$ cat src/inc/sbpr_pkg.sv
// constants of the discoverable parameter store
package sbpr_pkg;

   // ****************************************
   // serial command framing
   // ****************************************
   localparam logic [7:0]  CMD_PARAM_TABLE_READ = 8'h5A;
   localparam logic [4:0]  CMD_BITS             = 5'h08;
   localparam logic [4:0]  ADDR_BITS            = 5'h18;
   localparam logic [4:0]  DUMMY_BITS           = 5'h08;
   localparam logic [2:0]  DATA_BITS_LAST       = 3'h7;
   localparam logic [7:0]  UNMAPPED_BYTE        = 8'hFF;

   // ****************************************
   // header pointer to the basic table
   // ****************************************
   localparam logic [23:0] TABLE_START_PTR      = 24'h000030;
   localparam logic [23:0] PTR_ADDR_B0          = 24'h00000C;
   localparam logic [23:0] PTR_ADDR_B1          = 24'h00000D;
   localparam logic [23:0] PTR_ADDR_B2          = 24'h00000E;

   // ****************************************
   // byte addresses of the basic table
   // ****************************************
   localparam logic [23:0] ADDR_ERASE_CAPS      = 24'h000030;
   localparam logic [23:0] ADDR_ERASE_OPCODE    = 24'h000031;
   localparam logic [23:0] ADDR_READ_CAPS       = 24'h000032;
   localparam logic [23:0] ADDR_READ_CAPS_HI    = 24'h000033;
   localparam logic [23:0] ADDR_DENSITY_B0      = 24'h000034;
   localparam logic [23:0] ADDR_DENSITY_B1      = 24'h000035;
   localparam logic [23:0] ADDR_DENSITY_B2      = 24'h000036;
   localparam logic [23:0] ADDR_DENSITY_B3      = 24'h000037;
   localparam logic [23:0] ADDR_Q144_TIMING     = 24'h000038;
   localparam logic [23:0] ADDR_Q144_OPCODE     = 24'h000039;
   localparam logic [23:0] ADDR_Q114_TIMING     = 24'h00003A;
   localparam logic [23:0] ADDR_Q114_OPCODE     = 24'h00003B;

   // ****************************************
   // field values
   // ****************************************
   localparam logic [1:0]  ERASE_4K_AVAIL       = 2'h1;
   localparam logic        WRITE_GRAN_64        = 1'h1;
   localparam logic        VOL_WREN_REQUIRED    = 1'h0;
   localparam logic        VOL_WREN_OPC_SEL     = 1'h0;
   localparam logic [2:0]  ERASE_BYTE_UNUSED    = 3'h7;
   localparam logic [7:0]  ERASE_4K_OPCODE      = 8'h20;
   localparam logic        FAST_READ_112        = 1'h1;
   localparam logic [1:0]  ADDR_MODE_3BYTE      = 2'h0;
   localparam logic        DTR_SUPPORT          = 1'h0;
   localparam logic        FAST_READ_122        = 1'h0;
   localparam logic        FAST_READ_144        = 1'h0;
   localparam logic        FAST_READ_114        = 1'h0;
   localparam logic        READ_CAPS_UNUSED     = 1'h1;
   localparam logic [7:0]  READ_CAPS_HI_UNUSED  = 8'hFF;
   localparam logic [31:0] DENSITY_WORD         = 32'h001FFFFF;
   localparam logic [4:0]  NO_WAIT_STATES       = 5'h00;
   localparam logic [2:0]  NO_MODE_BITS         = 3'h0;
   localparam logic [7:0]  ABSENT_OPCODE        = 8'hFF;

endpackage

$ cat src/inc/sbpr_byte_if.sv
// byte stream with valid and ready between the store's own modules
`timescale 1ns/1ns
interface sbpr_byte_if;
   logic       valid;
   logic       ready;
   logic [7:0] data;

   modport src (output valid, output data, input ready);
   modport snk (input valid, input data, output ready);
endinterface

$ cat src/verilog/sbpr_top.sv
// serial parameter-read engine of the discoverable parameter store
// Notes on behaviour
// [RULE1] byte 30h bits 1:0 read 01b; byte 31h reads 20h, the 4 KB erase opcode
// [RULE2] byte 30h bit 2 reads 1, write granularity 64 bytes or more
// [RULE3] byte 30h bit 3 reads 0, whole byte reads E5h
// [RULE4] byte 30h bit 4 reads 0, selecting opcode 50h for volatile writes
// [RULE5] byte 30h bits 7:5 always read 111b, never changeable
// [RULE6] byte 32h bit 0 reads 1, 1-1-2 fast read supported
// [RULE7] bits 18:17 read 00b, three-byte addressing only
// [RULE8] bits 19 to 22 read 0, bit 23 reads 1; 32h is 81h, 33h is FFh
// [RULE9] byte 38h reads 00h, byte 39h reads FFh for 1-4-4 read
// [RULE10] byte 3Ah reads 00h, byte 3Bh reads FFh for 1-1-4 read
// [RULE11] chip select low, 5Ah, three address bytes, dummy byte, then data until deselect
// [RULE12] header pointer at 0Ch to 0Eh names 30h as table start
// [RULE13] bytes 34h to 37h hold density word 001FFFFFh, little endian
// [RULE14] consecutive bytes at incrementing addresses, each most significant bit first
`timescale 1ns/1ns
module sbpr_top
   import sbpr_pkg::*;
(
   input  wire logic clk_i,
   input  wire logic rstn_i,
   input  wire logic sclk_i,
   input  wire logic csn_i,
   input  wire logic si_i,
   output logic      so_o,
   output logic      so_oe_n_o,
   output logic      read_active_o
);

   typedef enum logic [2:0] {
      SBPR_CMD    = 3'b000,
      SBPR_ADDR   = 3'b001,
      SBPR_DUMMY  = 3'b010,
      SBPR_DATA   = 3'b011,
      SBPR_IGNORE = 3'b100
   } sbpr_state_t;

   // ****************************************
   // helpers
   // ****************************************
   // true when the bit now being sampled is the last of a field
   function automatic logic last_bit(input logic [4:0] cnt, input logic [4:0] len);
      last_bit = (cnt == (len - 5'h01));
   endfunction

   // ****************************************
   // declarations
   // ****************************************
   sbpr_state_t state;
   logic        sclk_q;
   logic        sclk_rise;
   logic        sclk_fall;
   logic [4:0]  bit_cnt;
   logic [23:0] shift_in;
   logic [23:0] next_shift_in;
   logic [23:0] fetch_addr;
   logic        fetch_on;
   logic [7:0]  table_byte;
   logic [7:0]  out_sh;
   logic [2:0]  out_cnt;
   logic        driving;
   logic        need_byte;

   sbpr_byte_if fetch_if ();
   sbpr_byte_if send_if ();

   // ****************************************
   // serial clock edges
   // ****************************************
   // pins are synchronous to clk_i, so a single delay stage finds the edges
   always_ff @(posedge clk_i or negedge rstn_i) begin
      if (!rstn_i) begin
         sclk_q <= 1'h0;
      end else begin
         sclk_q <= sclk_i;
      end
   end

   assign sclk_rise     = sclk_i & ~sclk_q & ~csn_i;
   assign sclk_fall     = ~sclk_i & sclk_q & ~csn_i;
   assign next_shift_in = {shift_in[22:0], si_i};

   // ****************************************
   // command, address and dummy phases
   // ****************************************
   always_ff @(posedge clk_i or negedge rstn_i) begin
      if (!rstn_i) begin
         state <= SBPR_CMD;
      end else if (csn_i) begin
         // deselect may come at any time and ends the read at once
         state <= SBPR_CMD; // RULE11
      end else if (sclk_rise) begin
         case (state)
            SBPR_CMD: begin
               if (last_bit(bit_cnt, CMD_BITS)) begin
                  if (next_shift_in[7:0] == CMD_PARAM_TABLE_READ) begin
                     state <= SBPR_ADDR; // RULE11
                  end else begin
                     // other commands are not this block's business
                     state <= SBPR_IGNORE;
                  end
               end
            end
            SBPR_ADDR: begin
               if (last_bit(bit_cnt, ADDR_BITS)) begin
                  state <= SBPR_DUMMY; // RULE11
               end
            end
            SBPR_DUMMY: begin
               if (last_bit(bit_cnt, DUMMY_BITS)) begin
                  state <= SBPR_DATA; // RULE11
               end
            end
            SBPR_DATA:   state <= SBPR_DATA;
            SBPR_IGNORE: state <= SBPR_IGNORE;
            default:     state <= SBPR_CMD;
         endcase
      end
   end

   // bit counter restarts at every phase boundary
   always_ff @(posedge clk_i or negedge rstn_i) begin
      if (!rstn_i) begin
         bit_cnt <= 5'h00;
      end else if (csn_i) begin
         bit_cnt <= 5'h00;
      end else if (sclk_rise) begin
         case (state)
            SBPR_CMD:   bit_cnt <= last_bit(bit_cnt, CMD_BITS)   ? 5'h00 : bit_cnt + 5'h01;
            SBPR_ADDR:  bit_cnt <= last_bit(bit_cnt, ADDR_BITS)  ? 5'h00 : bit_cnt + 5'h01;
            SBPR_DUMMY: bit_cnt <= last_bit(bit_cnt, DUMMY_BITS) ? 5'h00 : bit_cnt + 5'h01;
            default:    bit_cnt <= 5'h00;
         endcase
      end
   end

   always_ff @(posedge clk_i or negedge rstn_i) begin
      if (!rstn_i) begin
         shift_in <= 24'h000000;
      end else if (sclk_rise) begin
         shift_in <= next_shift_in;
      end
   end

   // ****************************************
   // table fetch into the buffer
   // ****************************************
   // prefetch starts during the dummy byte so the first byte is ready in time
   always_ff @(posedge clk_i or negedge rstn_i) begin
      if (!rstn_i) begin
         fetch_on   <= 1'h0;
         fetch_addr <= 24'h000000;
      end else if (csn_i) begin
         fetch_on   <= 1'h0;
      end else if (sclk_rise && state == SBPR_ADDR && last_bit(bit_cnt, ADDR_BITS)) begin
         fetch_on   <= 1'h1;
         fetch_addr <= next_shift_in;
      end else if (fetch_if.valid && fetch_if.ready) begin
         // address wraps at the top of the 24-bit space
         fetch_addr <= fetch_addr + 24'h000001; // RULE14
      end
   end

   sbpr_table sbpr_table_i (
      .addr_i (fetch_addr),
      .data_o (table_byte)
   );

   assign fetch_if.valid = fetch_on;
   assign fetch_if.data  = table_byte;

   sbpr_skid sbpr_skid_i (
      .clk_i   (clk_i),
      .rstn_i  (rstn_i),
      .flush_i (csn_i),
      .in_if   (fetch_if),
      .out_if  (send_if)
   );

   // ****************************************
   // serial output
   // ****************************************
   assign need_byte     = sclk_fall && state == SBPR_DATA && out_cnt == 3'h0;
   assign send_if.ready = need_byte;

   // new bits appear on falling edges so the host samples on rising ones
   always_ff @(posedge clk_i or negedge rstn_i) begin
      if (!rstn_i) begin
         out_sh  <= 8'h00;
         out_cnt <= 3'h0;
      end else if (csn_i) begin
         out_cnt <= 3'h0;
      end else if (need_byte) begin
         // buffer runs far ahead of sclk; an empty buffer reads as unused
         out_sh  <= send_if.valid ? send_if.data : UNMAPPED_BYTE; // RULE14
         out_cnt <= 3'h1;
      end else if (sclk_fall && state == SBPR_DATA) begin
         out_sh  <= {out_sh[6:0], 1'h0}; // RULE14
         out_cnt <= (out_cnt == DATA_BITS_LAST) ? 3'h0 : out_cnt + 3'h1;
      end
   end

   always_ff @(posedge clk_i or negedge rstn_i) begin
      if (!rstn_i) begin
         driving <= 1'h0;
      end else if (csn_i) begin
         driving <= 1'h0; // RULE11
      end else if (need_byte) begin
         driving <= 1'h1;
      end
   end

   assign so_o          = out_sh[7]; // RULE14
   assign so_oe_n_o     = ~driving;
   assign read_active_o = driving;

endmodule

$ cat src/verilog/sbpr_table.sv
// fixed contents of the parameter store, looked up by byte address
`timescale 1ns/1ns
module sbpr_table
   import sbpr_pkg::*;
(
   input  wire logic [23:0] addr_i,
   output logic      [7:0]  data_o
);

   // ****************************************
   // table lookup
   // ****************************************
   always_comb begin
      case (addr_i)
         PTR_ADDR_B0:       data_o = TABLE_START_PTR[7:0];   // RULE12
         PTR_ADDR_B1:       data_o = TABLE_START_PTR[15:8];  // RULE12
         PTR_ADDR_B2:       data_o = TABLE_START_PTR[23:16]; // RULE12
         ADDR_ERASE_CAPS:   data_o = {ERASE_BYTE_UNUSED,     // RULE5
                                      VOL_WREN_OPC_SEL,      // RULE4
                                      VOL_WREN_REQUIRED,     // RULE3
                                      WRITE_GRAN_64,         // RULE2
                                      ERASE_4K_AVAIL};       // RULE1
         ADDR_ERASE_OPCODE: data_o = ERASE_4K_OPCODE;        // RULE1
         ADDR_READ_CAPS:    data_o = {READ_CAPS_UNUSED,      // RULE8
                                      FAST_READ_114,
                                      FAST_READ_144,
                                      FAST_READ_122,
                                      DTR_SUPPORT,
                                      ADDR_MODE_3BYTE,       // RULE7
                                      FAST_READ_112};        // RULE6
         ADDR_READ_CAPS_HI: data_o = READ_CAPS_HI_UNUSED;    // RULE8
         ADDR_DENSITY_B0:   data_o = DENSITY_WORD[7:0];      // RULE13
         ADDR_DENSITY_B1:   data_o = DENSITY_WORD[15:8];     // RULE13
         ADDR_DENSITY_B2:   data_o = DENSITY_WORD[23:16];    // RULE13
         ADDR_DENSITY_B3:   data_o = DENSITY_WORD[31:24];    // RULE13
         ADDR_Q144_TIMING:  data_o = {NO_MODE_BITS, NO_WAIT_STATES}; // RULE9
         ADDR_Q144_OPCODE:  data_o = ABSENT_OPCODE;          // RULE9
         ADDR_Q114_TIMING:  data_o = {NO_MODE_BITS, NO_WAIT_STATES}; // RULE10
         ADDR_Q114_OPCODE:  data_o = ABSENT_OPCODE;          // RULE10
         // bytes outside this part of the table read as unused
         default:           data_o = UNMAPPED_BYTE;
      endcase
   end

endmodule

$ cat src/verilog/sbpr_skid.sv
// two-entry buffer between table fetch and serial shifter
`timescale 1ns/1ns
module sbpr_skid
   import sbpr_pkg::*;
(
   input  wire logic clk_i,
   input  wire logic rstn_i,
   input  wire logic flush_i,
   sbpr_byte_if.snk  in_if,
   sbpr_byte_if.src  out_if
);

   logic [7:0] mem [2];
   logic       wr_ptr;
   logic       rd_ptr;
   logic [1:0] count;
   logic       push;
   logic       pop;

   assign in_if.ready  = (count != 2'h2);
   assign out_if.valid = (count != 2'h0);
   assign out_if.data  = mem[rd_ptr];
   assign push         = in_if.valid & in_if.ready;
   assign pop          = out_if.valid & out_if.ready;

   // ****************************************
   // storage
   // ****************************************
   always_ff @(posedge clk_i or negedge rstn_i) begin
      if (!rstn_i) begin
         mem[0] <= 8'h00;
         mem[1] <= 8'h00;
      end else if (push) begin
         mem[wr_ptr] <= in_if.data;
      end
   end

   // ****************************************
   // pointers and fill level
   // ****************************************
   always_ff @(posedge clk_i or negedge rstn_i) begin
      if (!rstn_i) begin
         wr_ptr <= 1'h0;
         rd_ptr <= 1'h0;
         count  <= 2'h0;
      end else if (flush_i) begin
         // stale prefetch must not leak into the next frame
         wr_ptr <= 1'h0;
         rd_ptr <= 1'h0;
         count  <= 2'h0;
      end else begin
         if (push) begin
            wr_ptr <= ~wr_ptr;
         end
         if (pop) begin
            rd_ptr <= ~rd_ptr;
         end
         case ({push, pop})
            2'b10:   count <= count + 2'h1;
            2'b01:   count <= count - 2'h1;
            default: count <= count;
         endcase
      end
   end

endmodule

$ cat config.mk
export PLATFORM = sky130hd
export DESIGN_NAME = sbpr_top
export DESIGN_NICKNAME = d
export VERILOG_FILES = /design/src/inc/sbpr_pkg.sv /design/src/inc/sbpr_byte_if.sv /design/src/verilog/sbpr_top.sv /design/src/verilog/sbpr_table.sv /design/src/verilog/sbpr_skid.sv
export SDC_FILE = /design/constraint.sdc
export NUM_CORES = 1
export LEC_CHECK = 0
export ABC_AREA = 1
export BUFFER_PORTS_ARGS = -buffer_cell sky130_fd_sc_hd__buf_4
export CORE_AREA = 2 2 91 93
export DETAILED_ROUTE_END_ITERATION = 10
export DIE_AREA = 0 0 93 95
export PLACE_DENSITY = 0.81
export SETUP_SLACK_MARGIN = 0.05
export SYNTH_ARGS = -nofsm -noshare
export SYNTH_HDL_FRONTEND = slang
export SYNTH_SLANG_ARGS = --single-unit
$ cat constraint.sdc
create_clock -name clk_i -period 4.3 [get_ports clk_i]
set_clock_uncertainty 0.2 [all_clocks]
set_input_delay 0 -clock clk_i [delete_from_list [all_inputs] [get_ports clk_i]]
set_output_delay 0 -clock clk_i [all_outputs]
set_load 0.03 [all_outputs]
==> flow_summary_export.csv <==
group,metric,value,unit
floorplan,fp-row-count,33,
placement,port_buffers,7,
detailed_routing,wirelength,11100,µm
sta,period_needed,2330,ps
grt,grt-ovfl-total,0,
finish,drive_gt1_share,9.06,%
sta,max_freq,0.429,GHz
setup_path,rr_endpoint,"out_sh[2]",
logic_synthesis,ys_types,37,
finish,diodes,0,
finish,final_common_cell,"nand2_1",
setup_path,slowest_stage,"nor2_1",
sta,tightestPinTransition,805,ps
setup_path,worstReg2RegStart,"state[2]",
finish,seq_area,2180,µm²
clock_tree,clk_pin_slew,100,ps
power_and_ir_drop,p_leak,2.59,nW
detailed_routing,route.detailed.drc,0,
logic_synthesis,ys_ff_latch,87,
detailed_routing,via_count,4329,
logic_synthesis,yosysSeqAreaShare,44.0,%
sta,finalCritPeriodShare,54.2,%
logic_synthesis,syn_avg_cell_area,7.54,µm²
clock_tree,postCtsSetupBuffers,0,
setup_path,path_class,"in -> reg",
logic_synthesis,synth_cells,657,
floorplan,coreArea,7930,µm²
finish,layout_common_cells,"221 x nand2_1, 87 x dfrtp_1, 76 x inv_1",
grt,grt_pass1_wl,19100,µm
sta,setup_violations,0,
setup_path,cp_cell_sequence,"dlygate4sd3_1 -> buf_4 -> inv_2 -> nand3_1 -> nor2_1 -> nand3_1 -> inv_1 -> nand2_1 -> nand2_1 -> o21ai_0",
clock_tree,cts_resized,0,
detailed_routing,vias_per_cell,5.56,
grt,antenna_found_initial,0,
run_status,status,"completed",
finish,fillers,660,
setup_path,crit_start,"csn_i",
placement,dp_hpwl,8140,µm
sta,report.final.slew_viol_count,0,
finish,multi_input_area,2350,µm²
floorplan,ios,8,
clock_tree,cts_inserted_buffers,9,
clock_tree,clock_latency,370,ps
sta,rsz0062_at_grt,"false",
detailed_routing,wl_per_cell,14.3,µm
detailed_routing,ant_nets,0,
grt,track_usage,27.8,%
hold_path,min_path_type,"in -> reg",
floorplan,die-area,8840,µm²
detailed_routing,dr.pass1.iters,5,
detailed_routing,initialDrtViolationCount,351,
clock_tree,cts-root-buf,"clkbuf_8",
setup_path,reg2reg_slack,2030,ps
power_and_ir_drop,pwr_density_cell,324,nW/µm²
floorplan,die_x,93,µm
logic_synthesis,synthesis.area,4950,µm²
grt,grt_start_max_net_pins,59,
setup_path,end_kind,"flop",
flow_run,cap_violations,0,
clock_tree,hold_buffers,6,
placement,placed_cell_area,5030,µm²
setup_path,start_kind,"primary input",
setup_path,r2r_cells,8,
sta,hold_viol_final,0,
setup_path,crit_path_end,"out_sh[2]",
finish,post-route-util,66.7,%
finish,final_area,5290,µm²
sta,slew_headroom,46.2,%
setup_path,critPathArrivalTime,2350,ps
clock_tree,cts_buffer_depth,2,
setup_path,cp_max_fo,15,
logic_synthesis,yosysWarnings,0,
clock_tree,cts_tree,"done",
finish,layout.cells.non_filler,778,
logic_synthesis,syn_nets,671,
placement,place_congestion,0.923,
sta,finalSetupTns,0,ps
finish,final_nets,682,
setup_path,max_stage_delay,630,ps
setup_path,cp_data_required_time,4320,ps
placement,dpl.cell_count,756,
clock_tree,clock-sinks,87,
power_and_ir_drop,vdd_drop_max,0.224,mV
grt,grt_pass1_vias,4074,
clock_tree,cts_htree_levels,3,
finish,areaGrowthSynthToFinish,6.80,%
floorplan,initial_utilization,62.5,%
floorplan,chipHeight,95,µm
## worst max-delay path, delay by kind of cell
family / cells / cell delay, ps
AOI/OAI and AO/OA: 1 / 80
buffers and inverters: 4 / 1170
and+or+nand+nor: 5 / 1100
## cells by family after synthesis
family / count (synthesis) / share of synthesized area [%]
AOI/OAI and AO/OA: 92 / 10.4
xor gates and xnor gates: 14 / 2.48
adders and majority gates: 9 / 2.27
buffers and inverters: 96 / 8.49
muxes: 6 / 1.24
DFF: 87 / 44.0
and+or+nand+nor: 353 / 31.2
## metrics by stage
stage	setup slack [ps]	total power [mW]	hold WS, ps
after floorplan	2440	1.10	-496
after global placement	2080	1.17	-255
after detailed placement	2030	1.18	-244
after CTS	1950	1.72	147
after global routing	1730	1.79	154
final	1970	1.71	145
## sequential cells by signal, summed over array words and instances, names as in the netlist
signal / count
fetch_addr: 24
shift_in: 23
sbpr_skid_i.mem: 14
out_sh: 8
bit_cnt: 5
out_cnt: 3
state: 3
sbpr_skid_i.count: 2
fetch_if.valid: 1
read_active_o: 1
sbpr_skid_i.rd_ptr: 1
sbpr_skid_i.wr_ptr: 1
sclk_q: 1
## layer usage
layer	global-route usage, %	part of all wire [%]	vias up
met5	0	0	-
li1	-	-	2123
met2	44.8	46	137
met3	4.95	5.2	21
met1	38.3	47	2048
met4	9.19	1.9	0
## cell usage after synthesis (all sizes together)
cell	n	area (µm²)
xnor2	2	17.5
o22ai	5	31.3
buf	8	85.1
o21ai	57	285
o31ai	2	15.0
mux2i	5	50.1
nand2	229	895
dfrtp	87	2180
nor2	56	255
inv	82	313
ha	9	113
clkbuf	6	22.5
mux2	1	11.3
nand3	46	248
a21oi	21	131
xor2	12	105
nor3	6	30.0
a31oi	1	6.26
o211ai	6	45.0
or2	1	6.26
nand4	15	109
## power breakdown
group          internal [mW]  total [mW]  switching (mW)
clock network          0.230       0.536           0.305
registers              0.895       0.968          0.0735
logic                 0.0747       0.208           0.134
## area by class of cell
class / count / area share [%]
clock buffer: 11 / 2.67
clock inverter: 5 / 0.781
inverter: 82 / 5.92
timing repair buffer: 14 / 2.46
sequential: 87 / 41.2
tap: 105 / 2.48
multi-input combinational: 474 / 44.5
## how the worst min path moves through the flow
stage                         end   start  slack, ps  cells after the start
2_1_floorplan          bit_cnt[0]  rstn_i       -500                      0
3_3_place_gp   sbpr_skid_i.mem[4]  rstn_i       -260                      1
3_5_place_dp   sbpr_skid_i.mem[5]  rstn_i       -240                      1
4_1_cts                    sclk_q  sclk_i        150                      2
5_1_grt                    sclk_q  sclk_i        150                      2
6_report                   sclk_q  sclk_i        140                      2
(Power assumes the default switching activity.)
